==> src/common/irq_agg_pkg.sv <==
// Constants shared by the switch port interrupt aggregator
package irq_agg_pkg;
	localparam int          NUM_DS       = 2;
	localparam int          ADDR_W       = 8;
	localparam int          DATA_W       = 32;
	// Upstream port register byte offsets
	localparam logic [7:0]  UP_CTRL_OFS  = 8'h00;
	localparam logic [7:0]  UP_ERR_OFS   = 8'h04;
	localparam logic [7:0]  UP_IRQ_OFS   = 8'h08;
	localparam logic [7:0]  UNLOCK_OFS   = 8'h0C;
	localparam logic [7:0]  PM_CAP_OFS   = 8'h10;
	// Downstream port pages: base + stride * index, offset within page
	localparam logic [7:0]  DS_BASE      = 8'h20;
	localparam logic [7:0]  DS_STRIDE    = 8'h20;
	localparam logic [7:0]  DS_OFS_MASK  = 8'h1F;
	localparam logic [7:0]  DS_CTRL_OFS  = 8'h00;
	localparam logic [7:0]  DS_STS_OFS   = 8'h04;
	localparam logic [7:0]  DS_IRQ_OFS   = 8'h08;
	localparam logic [7:0]  DS_MSILO_OFS = 8'h0C;
	localparam logic [7:0]  DS_MSIHI_OFS = 8'h10;
	// Control fields (both ports), enables
	localparam int          CTRL_MSI_EN  = 0;
	localparam int          CTRL_LEGACY_IRQ_DISABLE   = 1;
	localparam int          DS_HP_EN     = 2;
	localparam int          DS_BWM_EN    = 3;
	localparam int          DS_ABW_EN    = 4;
	localparam int          UP_PAR_EN    = 2;
	localparam int          UP_CFG_EN    = 3;
	// Status fields
	localparam int          STS_HP       = 0;
	localparam int          STS_BWM      = 1;
	localparam int          STS_ABW      = 2;
	localparam int          ERR_PAR      = 0;
	localparam int          ERR_CFG      = 1;
	// Legacy wires and port numbers
	localparam int          WIRE_A       = 0;
	localparam int          WIRE_B       = 1;
	localparam int          WIRE_C       = 2;
	localparam int          WIRE_D       = 3;
	localparam logic [1:0]  PORT_UP      = 2'h0;
	localparam logic [1:0]  PORT_DS0     = 2'h2;
	localparam logic [1:0]  PORT_DS1     = 2'h3;
	// Reset values and the pointer that links the upstream MSI capability
	localparam logic [7:0]  PM_NEXT_RST  = 8'h00;
	localparam logic [7:0]  MSI_CAP_PTR  = 8'hD0;
	localparam logic [4:0]  DS_CTRL_RST  = 5'h00;
	localparam logic [3:0]  UP_CTRL_RST  = 4'h0;
endpackage : irq_agg_pkg

==> src/hdl/switch_port_intx_msi_aggregator.sv <==
// Interrupt, MSI and legacy wire aggregation for a three-port switch
// Notes on behaviour
// (RULE1) Downstream interrupts come from hot-plug and enabled bandwidth status bits.
// (RULE2) Downstream ports use only wire A for their own INTx.
// (RULE3) Unmasked assertion with MSI enabled makes one MSI; negation makes nothing.
// (RULE4) MSI off, INTx allowed: assertion requests Assert_INTA from the core.
// (RULE5) Negation requests Deassert_INTA; with INTx disabled neither edge requests anything.
// (RULE6) Condition ends once each causing status bit is masked or cleared.
// (RULE7) All downstream MSIs go to the upstream port; software sets routable addresses.
// (RULE8) Upstream port signals internal parity and config read errors by INTx or MSI.
// (RULE9) Upstream MSI capability linked only when unlocked pointer write of D0.
// (RULE10) Every port keeps separate aggregated state for wires A to D.
// (RULE11) Upstream status register shows switch-wide aggregate of all four wires.
// (RULE12) Downstream status shows own plus received INTx, before mapping.
// (RULE13) Upstream sends Assert_INTx when its aggregate wire rises.
// (RULE14) Upstream sends Deassert_INTx when its aggregate wire falls.
// (RULE15) Downstream bridges pass received wires through without remapping.
// (RULE16) Upstream wires gather port 2 and port 3 wires by the fixed swizzle.
// (RULE17) A downstream contribution holds received and self-generated wires.
// (RULE18) Link down negates that port's wires and updates the upstream aggregate.
// (RULE19) Upstream wire is OR of mapped contributions and upstream internal interrupt.
module switch_port_intx_msi_aggregator
	import irq_agg_pkg::*;
(
	// Clock and reset
	input  wire logic                           mclk,
	input  wire logic                           rstn,
	// Avalon-MM register slave
	input  wire logic [irq_agg_pkg::ADDR_W-1:0] avs_address,
	input  wire logic                           avs_read,
	input  wire logic                           avs_write,
	input  wire logic [irq_agg_pkg::DATA_W-1:0] avs_writedata,
	input  wire logic [3:0]                     avs_byteenable,
	output logic      [irq_agg_pkg::DATA_W-1:0] avs_readdata,
	output logic                                avs_waitrequest,
	// Downstream port events and link state
	input  wire logic [irq_agg_pkg::NUM_DS-1:0] hp_evt,
	input  wire logic [irq_agg_pkg::NUM_DS-1:0] bw_mgmt_status_bit,
	input  wire logic [irq_agg_pkg::NUM_DS-1:0] autonomous_bw_status_bit,
	input  wire logic [irq_agg_pkg::NUM_DS-1:0] dl_up,
	// INTx messages received from downstream link partners
	input  wire logic [irq_agg_pkg::NUM_DS-1:0] rx_assert,
	input  wire logic [irq_agg_pkg::NUM_DS-1:0] rx_deassert,
	input  wire logic [1:0]                     rx_wire_ds0,
	input  wire logic [1:0]                     rx_wire_ds1,
	// Upstream internal error events
	input  wire logic                           err_parity_evt,
	input  wire logic                           err_cfg_evt,
	// Requests to the switch core
	output logic      [irq_agg_pkg::NUM_DS-1:0] ds_assert_req,
	output logic      [irq_agg_pkg::NUM_DS-1:0] ds_deassert_req,
	output logic                                msi_req,
	output logic      [1:0]                     msi_port,
	output logic      [63:0]                    msi_addr,
	// Legacy messages to the root
	output logic                                up_assert_msg,
	output logic                                up_deassert_msg,
	output logic      [1:0]                     up_msg_wire
);
	import irq_agg_pkg::*;

	typedef struct packed {
		logic                    wreq;
		logic [DATA_W-1:0]       rdata;
		logic [3:0]              up_ctrl;
		logic [1:0]              up_err;
		logic                    unlock;
		logic [7:0]              next_ptr;
		logic                    up_cond_prev;
		logic                    up_inta;
		logic [NUM_DS-1:0][4:0]  ds_ctrl;
		logic [NUM_DS-1:0][2:0]  ds_sts;
		logic [NUM_DS-1:0][3:0]  ds_rx;
		logic [NUM_DS-1:0]       own_inta;
		logic [NUM_DS-1:0]       cond_prev;
		logic [NUM_DS-1:0][31:0] msi_lo;
		logic [NUM_DS-1:0][31:0] msi_hi;
		logic [NUM_DS:0]         msi_pend;
		logic [3:0]              sent;
		logic [NUM_DS-1:0]       areq;
		logic [NUM_DS-1:0]       dreq;
		logic                    msi_req;
		logic [1:0]              msi_port;
		logic [63:0]             msi_addr;
		logic                    amsg;
		logic                    dmsg;
		logic [1:0]              msg_wire;
	} state_t;

	state_t s_q;
	state_t s_d;

	function automatic logic [31:0] be_merge(input logic [31:0] old_v, input logic [31:0] new_v,
		input logic [3:0] be);
		logic [31:0] r;
		r = old_v;
		for (int b = 0; b < 4; b++)
		begin
			if (be[b])
				r[b*8 +: 8] = new_v[b*8 +: 8];
		end
		return r;
	endfunction : be_merge

	function automatic logic [7:0] ds_base(input int p);
		return 8'(DS_BASE + DS_STRIDE * p);
	endfunction : ds_base

	// Fixed swizzle, downstream bridges themselves never remap
	function automatic logic [3:0] up_map(input logic [3:0] p2, input logic [3:0] p3);
		logic [3:0] r;
		r[WIRE_A] = p2[WIRE_C] | p3[WIRE_B]; // RULE16
		r[WIRE_B] = p2[WIRE_D] | p3[WIRE_C]; // RULE16
		r[WIRE_C] = p2[WIRE_A] | p3[WIRE_D]; // RULE16
		r[WIRE_D] = p2[WIRE_B] | p3[WIRE_A]; // RULE16
		return r;
	endfunction : up_map

	logic [NUM_DS-1:0]       ds_cond;
	logic [NUM_DS-1:0][3:0]  ds_agg;
	logic [3:0]              up_agg;
	logic                    up_cond;
	logic                    msi_linked;
	logic [NUM_DS-1:0][1:0]  rx_wire;

	assign rx_wire[0] = rx_wire_ds0;
	assign rx_wire[1] = rx_wire_ds1;

	always_comb
	begin
		for (int p = 0; p < NUM_DS; p++)
		begin
			// Status bits count only while their enable is set
			ds_cond[p] = (s_q.ds_sts[p][STS_HP] & s_q.ds_ctrl[p][DS_HP_EN])
				| (s_q.ds_sts[p][STS_BWM] & s_q.ds_ctrl[p][DS_BWM_EN])
				| (s_q.ds_sts[p][STS_ABW] & s_q.ds_ctrl[p][DS_ABW_EN]); // RULE1 RULE6
			// Own interrupt only ever on wire A
			ds_agg[p] = dl_up[p] ? (s_q.ds_rx[p] | {3'h0, s_q.own_inta[p]}) : 4'h0; // RULE2 RULE17 RULE18
		end
	end

	assign up_cond    = (s_q.up_err[ERR_PAR] & s_q.up_ctrl[UP_PAR_EN])
		| (s_q.up_err[ERR_CFG] & s_q.up_ctrl[UP_CFG_EN]); // RULE8
	assign msi_linked = (s_q.next_ptr == MSI_CAP_PTR); // RULE9
	assign up_agg     = up_map(ds_agg[0], ds_agg[1]) | {3'h0, s_q.up_inta}; // RULE19 RULE10

	always_comb
	begin
		logic        acc;
		logic        wr;
		logic [31:0] rd;
		logic [31:0] wv;
		logic [7:0]  ofs;
		logic [3:0]  diff;
		logic        own;
		logic        legacy;
		acc    = 1'b0;
		wr     = 1'b0;
		rd     = 32'h0000_0000;
		wv     = 32'h0000_0000;
		ofs    = 8'h00;
		diff   = 4'h0;
		own    = 1'b0;
		legacy = 1'b0;
		s_d    = s_q;
		s_d.areq    = '0;
		s_d.dreq    = '0;
		s_d.msi_req = 1'b0;
		s_d.amsg    = 1'b0;
		s_d.dmsg    = 1'b0;

		// One wait state, then the access is taken while waitrequest is low
		acc = (avs_read | avs_write) & ~s_q.wreq;
		wr  = avs_write & acc;
		if ((avs_read | avs_write) & s_q.wreq)
			s_d.wreq = 1'b0;
		else
			s_d.wreq = 1'b1;

		// Read mux and write decode
		if (avs_address == UP_CTRL_OFS)
		begin
			rd = {28'h0, s_q.up_ctrl};
			wv = be_merge(rd, avs_writedata, avs_byteenable);
			if (wr)
				s_d.up_ctrl = wv[3:0];
		end
		else if (avs_address == UP_ERR_OFS)
		begin
			rd = {30'h0, s_q.up_err};
			wv = be_merge(32'h0, avs_writedata, avs_byteenable);
			if (wr)
				s_d.up_err = s_q.up_err & ~wv[1:0];
		end
		else if (avs_address == UP_IRQ_OFS)
			rd = {28'h0, up_agg}; // RULE11
		else if (avs_address == UNLOCK_OFS)
		begin
			rd = {31'h0, s_q.unlock};
			wv = be_merge(rd, avs_writedata, avs_byteenable);
			if (wr)
				s_d.unlock = wv[0];
		end
		else if (avs_address == PM_CAP_OFS)
		begin
			rd = {23'h0, msi_linked, s_q.next_ptr};
			wv = be_merge(rd, avs_writedata, avs_byteenable);
			// Pointer is write-locked unless the unlock bit is set
			if (wr && s_q.unlock)
				s_d.next_ptr = wv[7:0]; // RULE9
		end
		else
		begin
			for (int p = 0; p < NUM_DS; p++)
			begin
				if ((avs_address & ~DS_OFS_MASK) == ds_base(p))
				begin
					ofs = avs_address & DS_OFS_MASK;
					if (ofs == DS_CTRL_OFS)
					begin
						rd = {27'h0, s_q.ds_ctrl[p]};
						wv = be_merge(rd, avs_writedata, avs_byteenable);
						if (wr)
							s_d.ds_ctrl[p] = wv[4:0];
					end
					else if (ofs == DS_STS_OFS)
					begin
						rd = {29'h0, s_q.ds_sts[p]};
						wv = be_merge(32'h0, avs_writedata, avs_byteenable);
						if (wr)
							s_d.ds_sts[p] = s_q.ds_sts[p] & ~wv[2:0]; // RULE6
					end
					else if (ofs == DS_IRQ_OFS)
						rd = {28'h0, ds_agg[p]}; // RULE12
					else if (ofs == DS_MSILO_OFS)
					begin
						rd = s_q.msi_lo[p];
						if (wr)
							s_d.msi_lo[p] = be_merge(rd, avs_writedata, avs_byteenable);
					end
					else if (ofs == DS_MSIHI_OFS)
					begin
						rd = s_q.msi_hi[p];
						if (wr)
							s_d.msi_hi[p] = be_merge(rd, avs_writedata, avs_byteenable);
					end
				end
			end
		end
		if ((avs_read | avs_write) & s_q.wreq)
			s_d.rdata = rd;

		// Hardware sets after the software clear so a coincident event survives
		s_d.up_err[ERR_PAR] = s_d.up_err[ERR_PAR] | err_parity_evt;
		s_d.up_err[ERR_CFG] = s_d.up_err[ERR_CFG] | err_cfg_evt;

		// MSI scheduler: one per cycle, lowest source first
		if (s_q.msi_pend[0])
		begin
			s_d.msi_req      = 1'b1;
			s_d.msi_port     = PORT_UP;
			s_d.msi_addr     = 64'h0;
			s_d.msi_pend[0]  = 1'b0;
		end
		else if (s_q.msi_pend[1])
		begin
			s_d.msi_req      = 1'b1;
			s_d.msi_port     = PORT_DS0;
			s_d.msi_addr     = {s_q.msi_hi[0], s_q.msi_lo[0]}; // RULE7
			s_d.msi_pend[1]  = 1'b0;
		end
		else if (s_q.msi_pend[2])
		begin
			s_d.msi_req      = 1'b1;
			s_d.msi_port     = PORT_DS1;
			s_d.msi_addr     = {s_q.msi_hi[1], s_q.msi_lo[1]}; // RULE7
			s_d.msi_pend[2]  = 1'b0;
		end

		// Upstream internal error interrupt: MSI only once the capability is linked
		s_d.up_cond_prev = up_cond;
		if (up_cond && !s_q.up_cond_prev && msi_linked && s_q.up_ctrl[CTRL_MSI_EN])
			s_d.msi_pend[0] = 1'b1; // RULE8
		s_d.up_inta = up_cond & ~(msi_linked & s_q.up_ctrl[CTRL_MSI_EN])
			& ~s_q.up_ctrl[CTRL_LEGACY_IRQ_DISABLE]; // RULE8 RULE19

		for (int p = 0; p < NUM_DS; p++)
		begin
			s_d.ds_sts[p][STS_HP]  = s_d.ds_sts[p][STS_HP] | hp_evt[p];
			s_d.ds_sts[p][STS_BWM] = s_d.ds_sts[p][STS_BWM] | bw_mgmt_status_bit[p]; // RULE1
			s_d.ds_sts[p][STS_ABW] = s_d.ds_sts[p][STS_ABW] | autonomous_bw_status_bit[p]; // RULE1
			s_d.cond_prev[p] = ds_cond[p];
			if (ds_cond[p] && !s_q.cond_prev[p] && s_q.ds_ctrl[p][CTRL_MSI_EN])
				s_d.msi_pend[p+1] = 1'b1; // RULE3 RULE7
			legacy = ~s_q.ds_ctrl[p][CTRL_MSI_EN] & ~s_q.ds_ctrl[p][CTRL_LEGACY_IRQ_DISABLE];
			own = ds_cond[p] & legacy;
			s_d.own_inta[p] = own; // RULE2
			s_d.areq[p] = legacy & own & ~s_q.own_inta[p]; // RULE4
			s_d.dreq[p] = legacy & ~own & s_q.own_inta[p]; // RULE5
			// Received messages are kept per wire exactly as seen on the link
			if (!dl_up[p])
				s_d.ds_rx[p] = 4'h0; // RULE18
			else if (rx_assert[p])
				s_d.ds_rx[p][rx_wire[p]] = 1'b1; // RULE15
			else if (rx_deassert[p])
				s_d.ds_rx[p][rx_wire[p]] = 1'b0; // RULE15
		end

		// Root messages follow aggregate edges, one wire per cycle
		diff = up_agg ^ s_q.sent;
		for (int i = 3; i >= 0; i--)
		begin
			if (diff[i])
			begin
				s_d.msg_wire = 2'(i);
				s_d.amsg     = up_agg[i]; // RULE13
				s_d.dmsg     = ~up_agg[i]; // RULE14
			end
		end
		if (s_d.amsg || s_d.dmsg)
			s_d.sent[s_d.msg_wire] = up_agg[s_d.msg_wire];
	end

	always_ff @(posedge mclk or negedge rstn)
	begin
		if (!rstn)
		begin
			s_q          <= '0;
			s_q.wreq     <= 1'b1;
			s_q.up_ctrl  <= UP_CTRL_RST;
			s_q.next_ptr <= PM_NEXT_RST;
			s_q.ds_ctrl  <= {NUM_DS{DS_CTRL_RST}};
		end
		else
			s_q <= s_d;
	end

	assign avs_readdata    = s_q.rdata;
	assign avs_waitrequest = s_q.wreq;
	assign ds_assert_req   = s_q.areq;
	assign ds_deassert_req = s_q.dreq;
	assign msi_req         = s_q.msi_req;
	assign msi_port        = s_q.msi_port;
	assign msi_addr        = s_q.msi_addr;
	assign up_assert_msg   = s_q.amsg;
	assign up_deassert_msg = s_q.dmsg;
	assign up_msg_wire     = s_q.msg_wire;
endmodule : switch_port_intx_msi_aggregator

==> config.mk <==
export PLATFORM = sky130hd
export DESIGN_NAME = switch_port_intx_msi_aggregator
export DESIGN_NICKNAME = d
export VERILOG_FILES = /design/src/common/irq_agg_pkg.sv /design/src/hdl/switch_port_intx_msi_aggregator.sv
export SDC_FILE = /design/constraint.sdc
export NUM_CORES = 1
export LEC_CHECK = 0
export BUFFER_PORTS_ARGS = -buffer_cell sky130_fd_sc_hd__buf_2
export CORE_MARGIN = 1
export CORE_UTILIZATION = 40
export CTS_CLUSTER_SIZE = 30
export DETAILED_ROUTE_END_ITERATION = 7
export MAX_ROUTING_LAYER = met4
export PLACE_DENSITY = 0.65
export SETUP_SLACK_MARGIN = 0.05
export SLEW_MARGIN = 20
export SYNTH_ARGS = -nofsm -noshare
export SYNTH_HDL_FRONTEND = slang
export SYNTH_SLANG_ARGS = --single-unit
==> constraint.sdc <==
create_clock -name mclk -period 5 [get_ports mclk]
set_input_delay 1 -clock mclk [delete_from_list [all_inputs] [get_ports mclk]]
set_output_delay 1 -clock mclk [all_outputs]
set_load 0.1 [all_outputs]
==> results.py, run 1 <==
metrics = {
    "worst_setup_path": {
        "cpPeakStageDelay_ns": 0.58,
        "worst_ep_required_time_ns": 5.44,
        "crit_type": "primary input to register",
        "crit_arrival_ns": 3.40,
        "critPathBufInv": 1,
        "worstSetupStartpointType": "primary input",
        "crit_path_end_kind": "register",
        "critPathMaxFanout": 37,
        "critical_path.top_delay_family": "simple AND/OR/NAND/NOR gates",
        "path_cells": "buf_2 > nand3_4 > nor2_1 > nand2_1 > mux2_2",
        "cpMaxStageDelayCell": "nand3_4",
    },
    "grt": {
        "global_route.overflow_total": 0,
        "grt_max_degree": 134,
        "grt_pass1_wl_mm": 59.6,
        "antenna_found_initial": 1,
        "grt_pass1_vias": 10103,
        "track_usage_pct": 21.7,
    },
    "sta": {
        "setup_viol": 0,
        "fmax_ghz": 0.339,
        "slew_headroom_pct": 40.7,
        "slew_viol_final": 0,
        "rsz0062_at_grt": "no",
        "finalHoldViolCount": 0,
        "period_share_pct": 59.0,
        "tightestPinTransition_ns": 0.889,
        "timing.hold.ws_ns": 0.364,
        "finalCriticalPeriod_ns": 2.95,
        "tns_ns": 0,
        "fin_skew_ns": 0.00961,
    },
    "synth": {
        "ys_warn_count": 0,
        "synth_area_per_cell_um2": 11.0,
        "ys_ff_latch": 288,
        "synth_edf_count": 0,
        "yosysTopAreaCell": "dfrtp_1",
        "yosysMostFrequentCell": "dfrtp_1",
        "synth_cell_types": 68,
        "synth_area_leaders": "dfrtp_1 (50%), mux2_2 (12%), mux2i_1 (7.8%)",
        "ys_async_sr_fraction_pct": 100,
        "netlist.area_leader.share_pct": 50.4,
        "ys.flop_type": "dfrtp_1",
        "syn_nets": 1358,
        "synthesis.area_um2": 14200,
        "yosysSeqAreaShare_pct": 50.6,
        "synth_common_cells": "dfrtp_1 (287), nor2_1 (161), mux2_2 (152)",
        "synthCells": 1290,
    },
    "run_status": {
        "status": "finished clean",
    },
    "pwr": {
        "combPwrFrac_pct": 10.6,
        "p_sw_uw": 1410,
        "power_uw": 5250,
        "p_int_uw": 3850,
        "p_leak_uw": 0.00802,
        "clockPowerShare_pct": 43.3,
        "swShare_pct": 26.8,
        "ir_worst_vdd_mv": 0.265,
        "seq_power_share_pct": 46.1,
        "p_per_area_nw_per_um2": 332,
    },
    "clock_tree": {
        "post_cts_buffers": 0,
        "cts_hold_buf": 0,
        "ctsRootBufferMaster": "clkbuf_16",
        "clkTransAtPathRegs_ns": 0.06,
        "clk-insertion-delay-late_ns": 0.56,
        "htreeDepth": 1,
        "cts_buffer_depth": 3,
        "cts_tree": "yes",
        "numClockSinks": 288,
        "numCtsBuffers": 31,
        "cts_resized": 0,
    },
    "floorplanning": {
        "initial_utilization_pct": 40.9,
        "core_um2": 34800,
        "die-area_um2": 36400,
        "dieWidth_um": 191,
        "die_h_um": 191,
        "num_rows": 68,
        "io_pins": 174,
    },
    "drt": {
        "route.met3.wl_mm": 2.12,
        "drc": 0,
        "wl_met1_mm": 17.8,
        "wire_per_inst_um": 21.1,
        "first_pass_iters": 5,
        "wl_met2_mm": 17.7,
        "wl_mm": 38.4,
        "viasPerCell": 5.52,
        "vias": 10042,
        "ant_nets": 0,
        "highest_layer": "met4",
        "drt_iter0_drc": 829,
    },
    "cells_and_area": {
        "final_net_count": 1406,
        "postLayoutCoreUtil_pct": 45.5,
        "syn2layout_area_growth_pct": 11.1,
        "drive_gt1_share_pct": 31.1,
    },
    "place": {
        "numPortBuffers": 173,
        "place.gp.congestion": 0.861,
        "place_hpwl_mm": 25.8,
    },
    "run": {
        "maxCapViolations": 0,
    },
    "worst_hold_path": {
        "holdCritPathClass": "primary input to async pin",
    },
}
-- layout by cell type, fill, tap and decap left out, types with 12 or more instances in the layout --
master / Yosys / final
o22ai_1: 31 / 31
o21ai_0: 33 / 33
nand3_1: 20 / 19
buf_4: 105 / 13
clkbuf_16: 0 / 31
nor2_1: 161 / 161
a22o_1: 24 / 24
a21oi_1: 93 / 93
nand2b_1: 12 / 12
buf_2: 20 / 172
mux2i_1: 111 / 111
dfrtp_1: 287 / 284
mux2_2: 152 / 152
nand2_1: 38 / 38
-- layer usage --
layer | global-route usage [%] | vias to the layer above
met2 | 33.3 | 290
met5 | - | -
met1 | 30.3 | 5106
met3 | 3.20 | 52
li1 | - | 4594
met4 | 4.98 | 0
-- kinds of logic after synthesis --
| family | share of synthesized area (%) |
|---|---|
| AO/OA/AOI/OAI | 10.7 |
| multiplexers | 20.0 |
| AND/OR/NAND/NOR | 10.5 |
| adder cells (fa/ha/maj) | 0.246 |
| buffers and inverters | 7.74 |
| flip-flops | 50.6 |
| XOR/XNOR | 0.185 |
-- cell type report --
class | instances | area [µm²]
Timing Repair Buffer | 189 | 1040
Multi-Input combinational cell | 820 | 5960
Inverter | 8 | 30.0
Sequential cell | 288 | 7220
Clock buffer | 51 | 941
Clock inverter | 6 | 62.6
Tap cell | 455 | 569
Fill cell | 3236 | 19000
Antenna cell | 1 | 2.50
-- path summary, 6_finish.rpt --
check,start,end,slack (ns),cells after the start
setup reg to reg,avs_waitrequest$_DFF_PN1_,avs_readdata[3]$_DFFE_PN0P_,2.17,5
setup / recovery,avs_address[3],s_q[173]$_DFFE_PN0P_,2.05,5
hold / removal,rstn,msi_port[0]$_DFFE_PN0P_,0.36,1
hold reg to reg,s_q[239]$_DFF_PN0_,s_q[79]$_DFF_PN0_,0.43,1
max in group asynchronous,rstn,s_q[123]$_DFFE_PN0P_,3.41,3
min in group mclk,s_q[239]$_DFF_PN0_,s_q[79]$_DFF_PN0_,0.43,1
-- state kept, by name (all words and copies together) (netlist names) --
| name | count |
|---|---|
| s_q | 180 |
| msi_req | 1 |
| ds_assert_req | 2 |
| ds_deassert_req | 2 |
| up_assert_msg | 1 |
| up_msg_wire | 2 |
| avs_readdata | 32 |
| up_deassert_msg | 1 |
| msi_addr | 64 |
| msi_port | 2 |
| avs_waitrequest | 1 |
-- power groups by stage --
stage	Clock [µW]	Combinational (µW)	Sequential [µW]
after floorplan	0	349	2500
after global placement	0	549	2460
after detailed placement	0	555	2470
after CTS	2320	555	2420
after global routing	2410	596	2430
final	2270	555	2420
-- through the flow --
step / worst slack, ns / cell area (µm²) / cells
after floorplan: 2.32 / 14200 / 1290
after global placement: 1.54 / 14800 / 1759
after detailed placement: 1.50 / 14800 / 1759
after CTS: 2.09 / 15800 / 1816
after global routing: 1.98 / 15800 / 1818
final: 2.05 / 15800 / 1818
Note: power is estimated with default switching activity, not from simulation.
==> inputs of run 2 (changes only) <==
==> constraint.sdc (replaced) <==
create_clock -name mclk -period 3 [get_ports mclk]
set_input_delay 0.6 -clock mclk [delete_from_list [all_inputs] [get_ports mclk]]
set_output_delay 0.6 -clock mclk [all_outputs]
set_load 0.1 [all_outputs]
==> results.py, run 2 (synthesized netlist as in run 1, its figures left out) <==
metrics = {
    "floorplanning": {
        "core_um2": 34800,
        "die-area_um2": 36400,
        "num_rows": 68,
        "initial_utilization_pct": 40.9,
        "dieWidth_um": 191,
        "io_pins": 174,
        "die_h_um": 191,
    },
    "grt": {
        "grt_max_degree": 74,
        "grt_pass1_vias": 10197,
        "grt_pass1_wl_mm": 60.6,
        "track_usage_pct": 22.3,
        "antenna_found_initial": 1,
        "global_route.overflow_total": 0,
    },
    "place": {
        "dp_cells": 1782,
        "dp_slack_ns": 0.341,
        "place.gp.congestion": 0.908,
        "numPortBuffers": 173,
        "place_hpwl_mm": 26.7,
    },
    "clock_tree": {
        "cts_resized": 0,
        "cts_buffer_depth": 3,
        "numCtsBuffers": 35,
        "ctsRootBufferMaster": "clkbuf_16",
        "cts_hold_buf": 0,
        "htreeDepth": 2,
        "cts_tree": "yes",
        "clk-insertion-delay-late_ns": 0.52,
        "post_cts_buffers": 0,
        "clkTransAtPathRegs_ns": 0.06,
        "numClockSinks": 288,
    },
    "sta": {
        "tightestPinTransition_ns": 1.11,
        "slew_viol_final": 0,
        "fmax_ghz": 0.457,
        "setup_viol": 0,
        "fin_skew_ns": 0.0244,
        "tns_ns": 0,
        "setup_ws_ns": 0.812,
        "finalHoldViolCount": 0,
        "slew_headroom_pct": 26.3,
        "rsz0062_at_grt": "no",
        "finalCriticalPeriod_ns": 2.19,
        "period_share_pct": 72.9,
    },
    "pwr": {
        "p_leak_uw": 0.00819,
        "p_per_area_nw_per_um2": 569,
        "power_uw": 9180,
        "ir_worst_vdd_mv": 0.458,
    },
    "drt": {
        "viasPerCell": 5.49,
        "drc": 0,
        "ant_nets": 0,
        "wire_per_inst_um": 21.2,
        "wl_mm": 39.0,
        "vias": 10114,
        "first_pass_iters": 5,
        "drt_iter0_drc": 717,
    },
    "cells_and_area": {
        "drive_gt1_share_pct": 32.6,
        "largest-register": "s_q",
        "final_net_count": 1432,
        "final_common_cell": "dfrtp_1",
        "syn2layout_area_growth_pct": 13.3,
        "final_cell_mix": "dfrtp_1 (284), buf_2 (172), nor2_1 (161)",
        "fillers": 3158,
        "largest_reg_flops": 180,
        "stdcell_count": 1841,
    },
    "worst_setup_path": {
        "critPathMaxFanout": 7,
        "crit_type": "register to register",
        "crit_path_end_kind": "register",
        "crit_arrival_ns": 2.58,
        "worstSetupStartpointType": "register",
        "worst_ep_required_time_ns": 3.39,
    },
    "run": {
        "maxCapViolations": 0,
    },
    "run_status": {
        "status": "finished clean",
    },
    "worst_hold_path": {
        "holdCritPathClass": "primary input to async pin",
    },
}
[run 2: worst max-delay path: stages, from the launching register on]
cell and delay, ns:
dfstp_2 0.37, nor2b_1 0.24, nand2_1 0.38, nor4_4 0.51
buf_4 0.24, mux2_2 0.33
[run 2: per-stage QoR]
stage               cell area, µm²  util [%]  hold slack [ns]
floorplan                    14200         -            0.304
global placement             15000      43.1            0.398
detailed placement           15000      43.1            0.402
CTS                          16100      46.4           0.0888
global route                 16100      46.4            0.115
finish                       16100      46.4           0.0921
[run 2: report_power, final]
| part | switching, µW | total, µW | internal, µW |
|---|---|---|---|
| Sequential | 65.0 | 4040 | 3980 |
| Combinational | 706 | 942 | 236 |
| Clock | 1630 | 4200 | 2570 |
| Total | 2400 | 9180 | 6790 |
[run 2: routing by layer]
| metal | vias up | routed length [µm] | GRT usage [%] | share of wire [%] |
|---|---|---|---|---|
| met5 | - | 0 | - | 0 |
| met4 | 0 | 821 | 6.09 | 2.1 |
| met3 | 58 | 2490 | 4.82 | 6.4 |
| met2 | 297 | 18100 | 34.1 | 46 |
| met1 | 5116 | 17600 | 29.9 | 45 |
| li1 | 4643 | - | - | - |
[run 2: final timing paths]
check	start	end	cells after the start	slack (ns)
max	avs_waitrequest$_DFF_PN1_	s_q[84]$_DFFE_PN0P_	5	0.81
min	rstn	msi_addr[30]$_DFFE_PN0P_	1	0.09
max reg2reg	avs_waitrequest$_DFF_PN1_	s_q[84]$_DFFE_PN0P_	5	0.81
min reg2reg	s_q[239]$_DFF_PN0_	s_q[79]$_DFF_PN0_	1	0.42
max in group asynchronous	rstn	s_q[129]$_DFFE_PN0P_	2	2.19
min in group mclk	err_parity_evt	s_q[249]$_DFF_PN0_	2	0.27
[run 2: final cells by class]
| class | count | area (µm²) | share of cell area (%) |
|---|---|---|---|
| flip-flops and latches | 288 | 7220 | 44.7 |
| multi-input cells | 820 | 5960 | 36.9 |
| repair buffers | 211 | 1240 | 7.66 |
| clock buffers | 48 | 995 | 6.16 |
| well taps | 455 | 569 | 3.53 |
| clock inverters | 10 | 139 | 0.860 |
| inverters | 8 | 30.0 | 0.186 |
| diodes | 1 | 2.50 | 0.0155 |
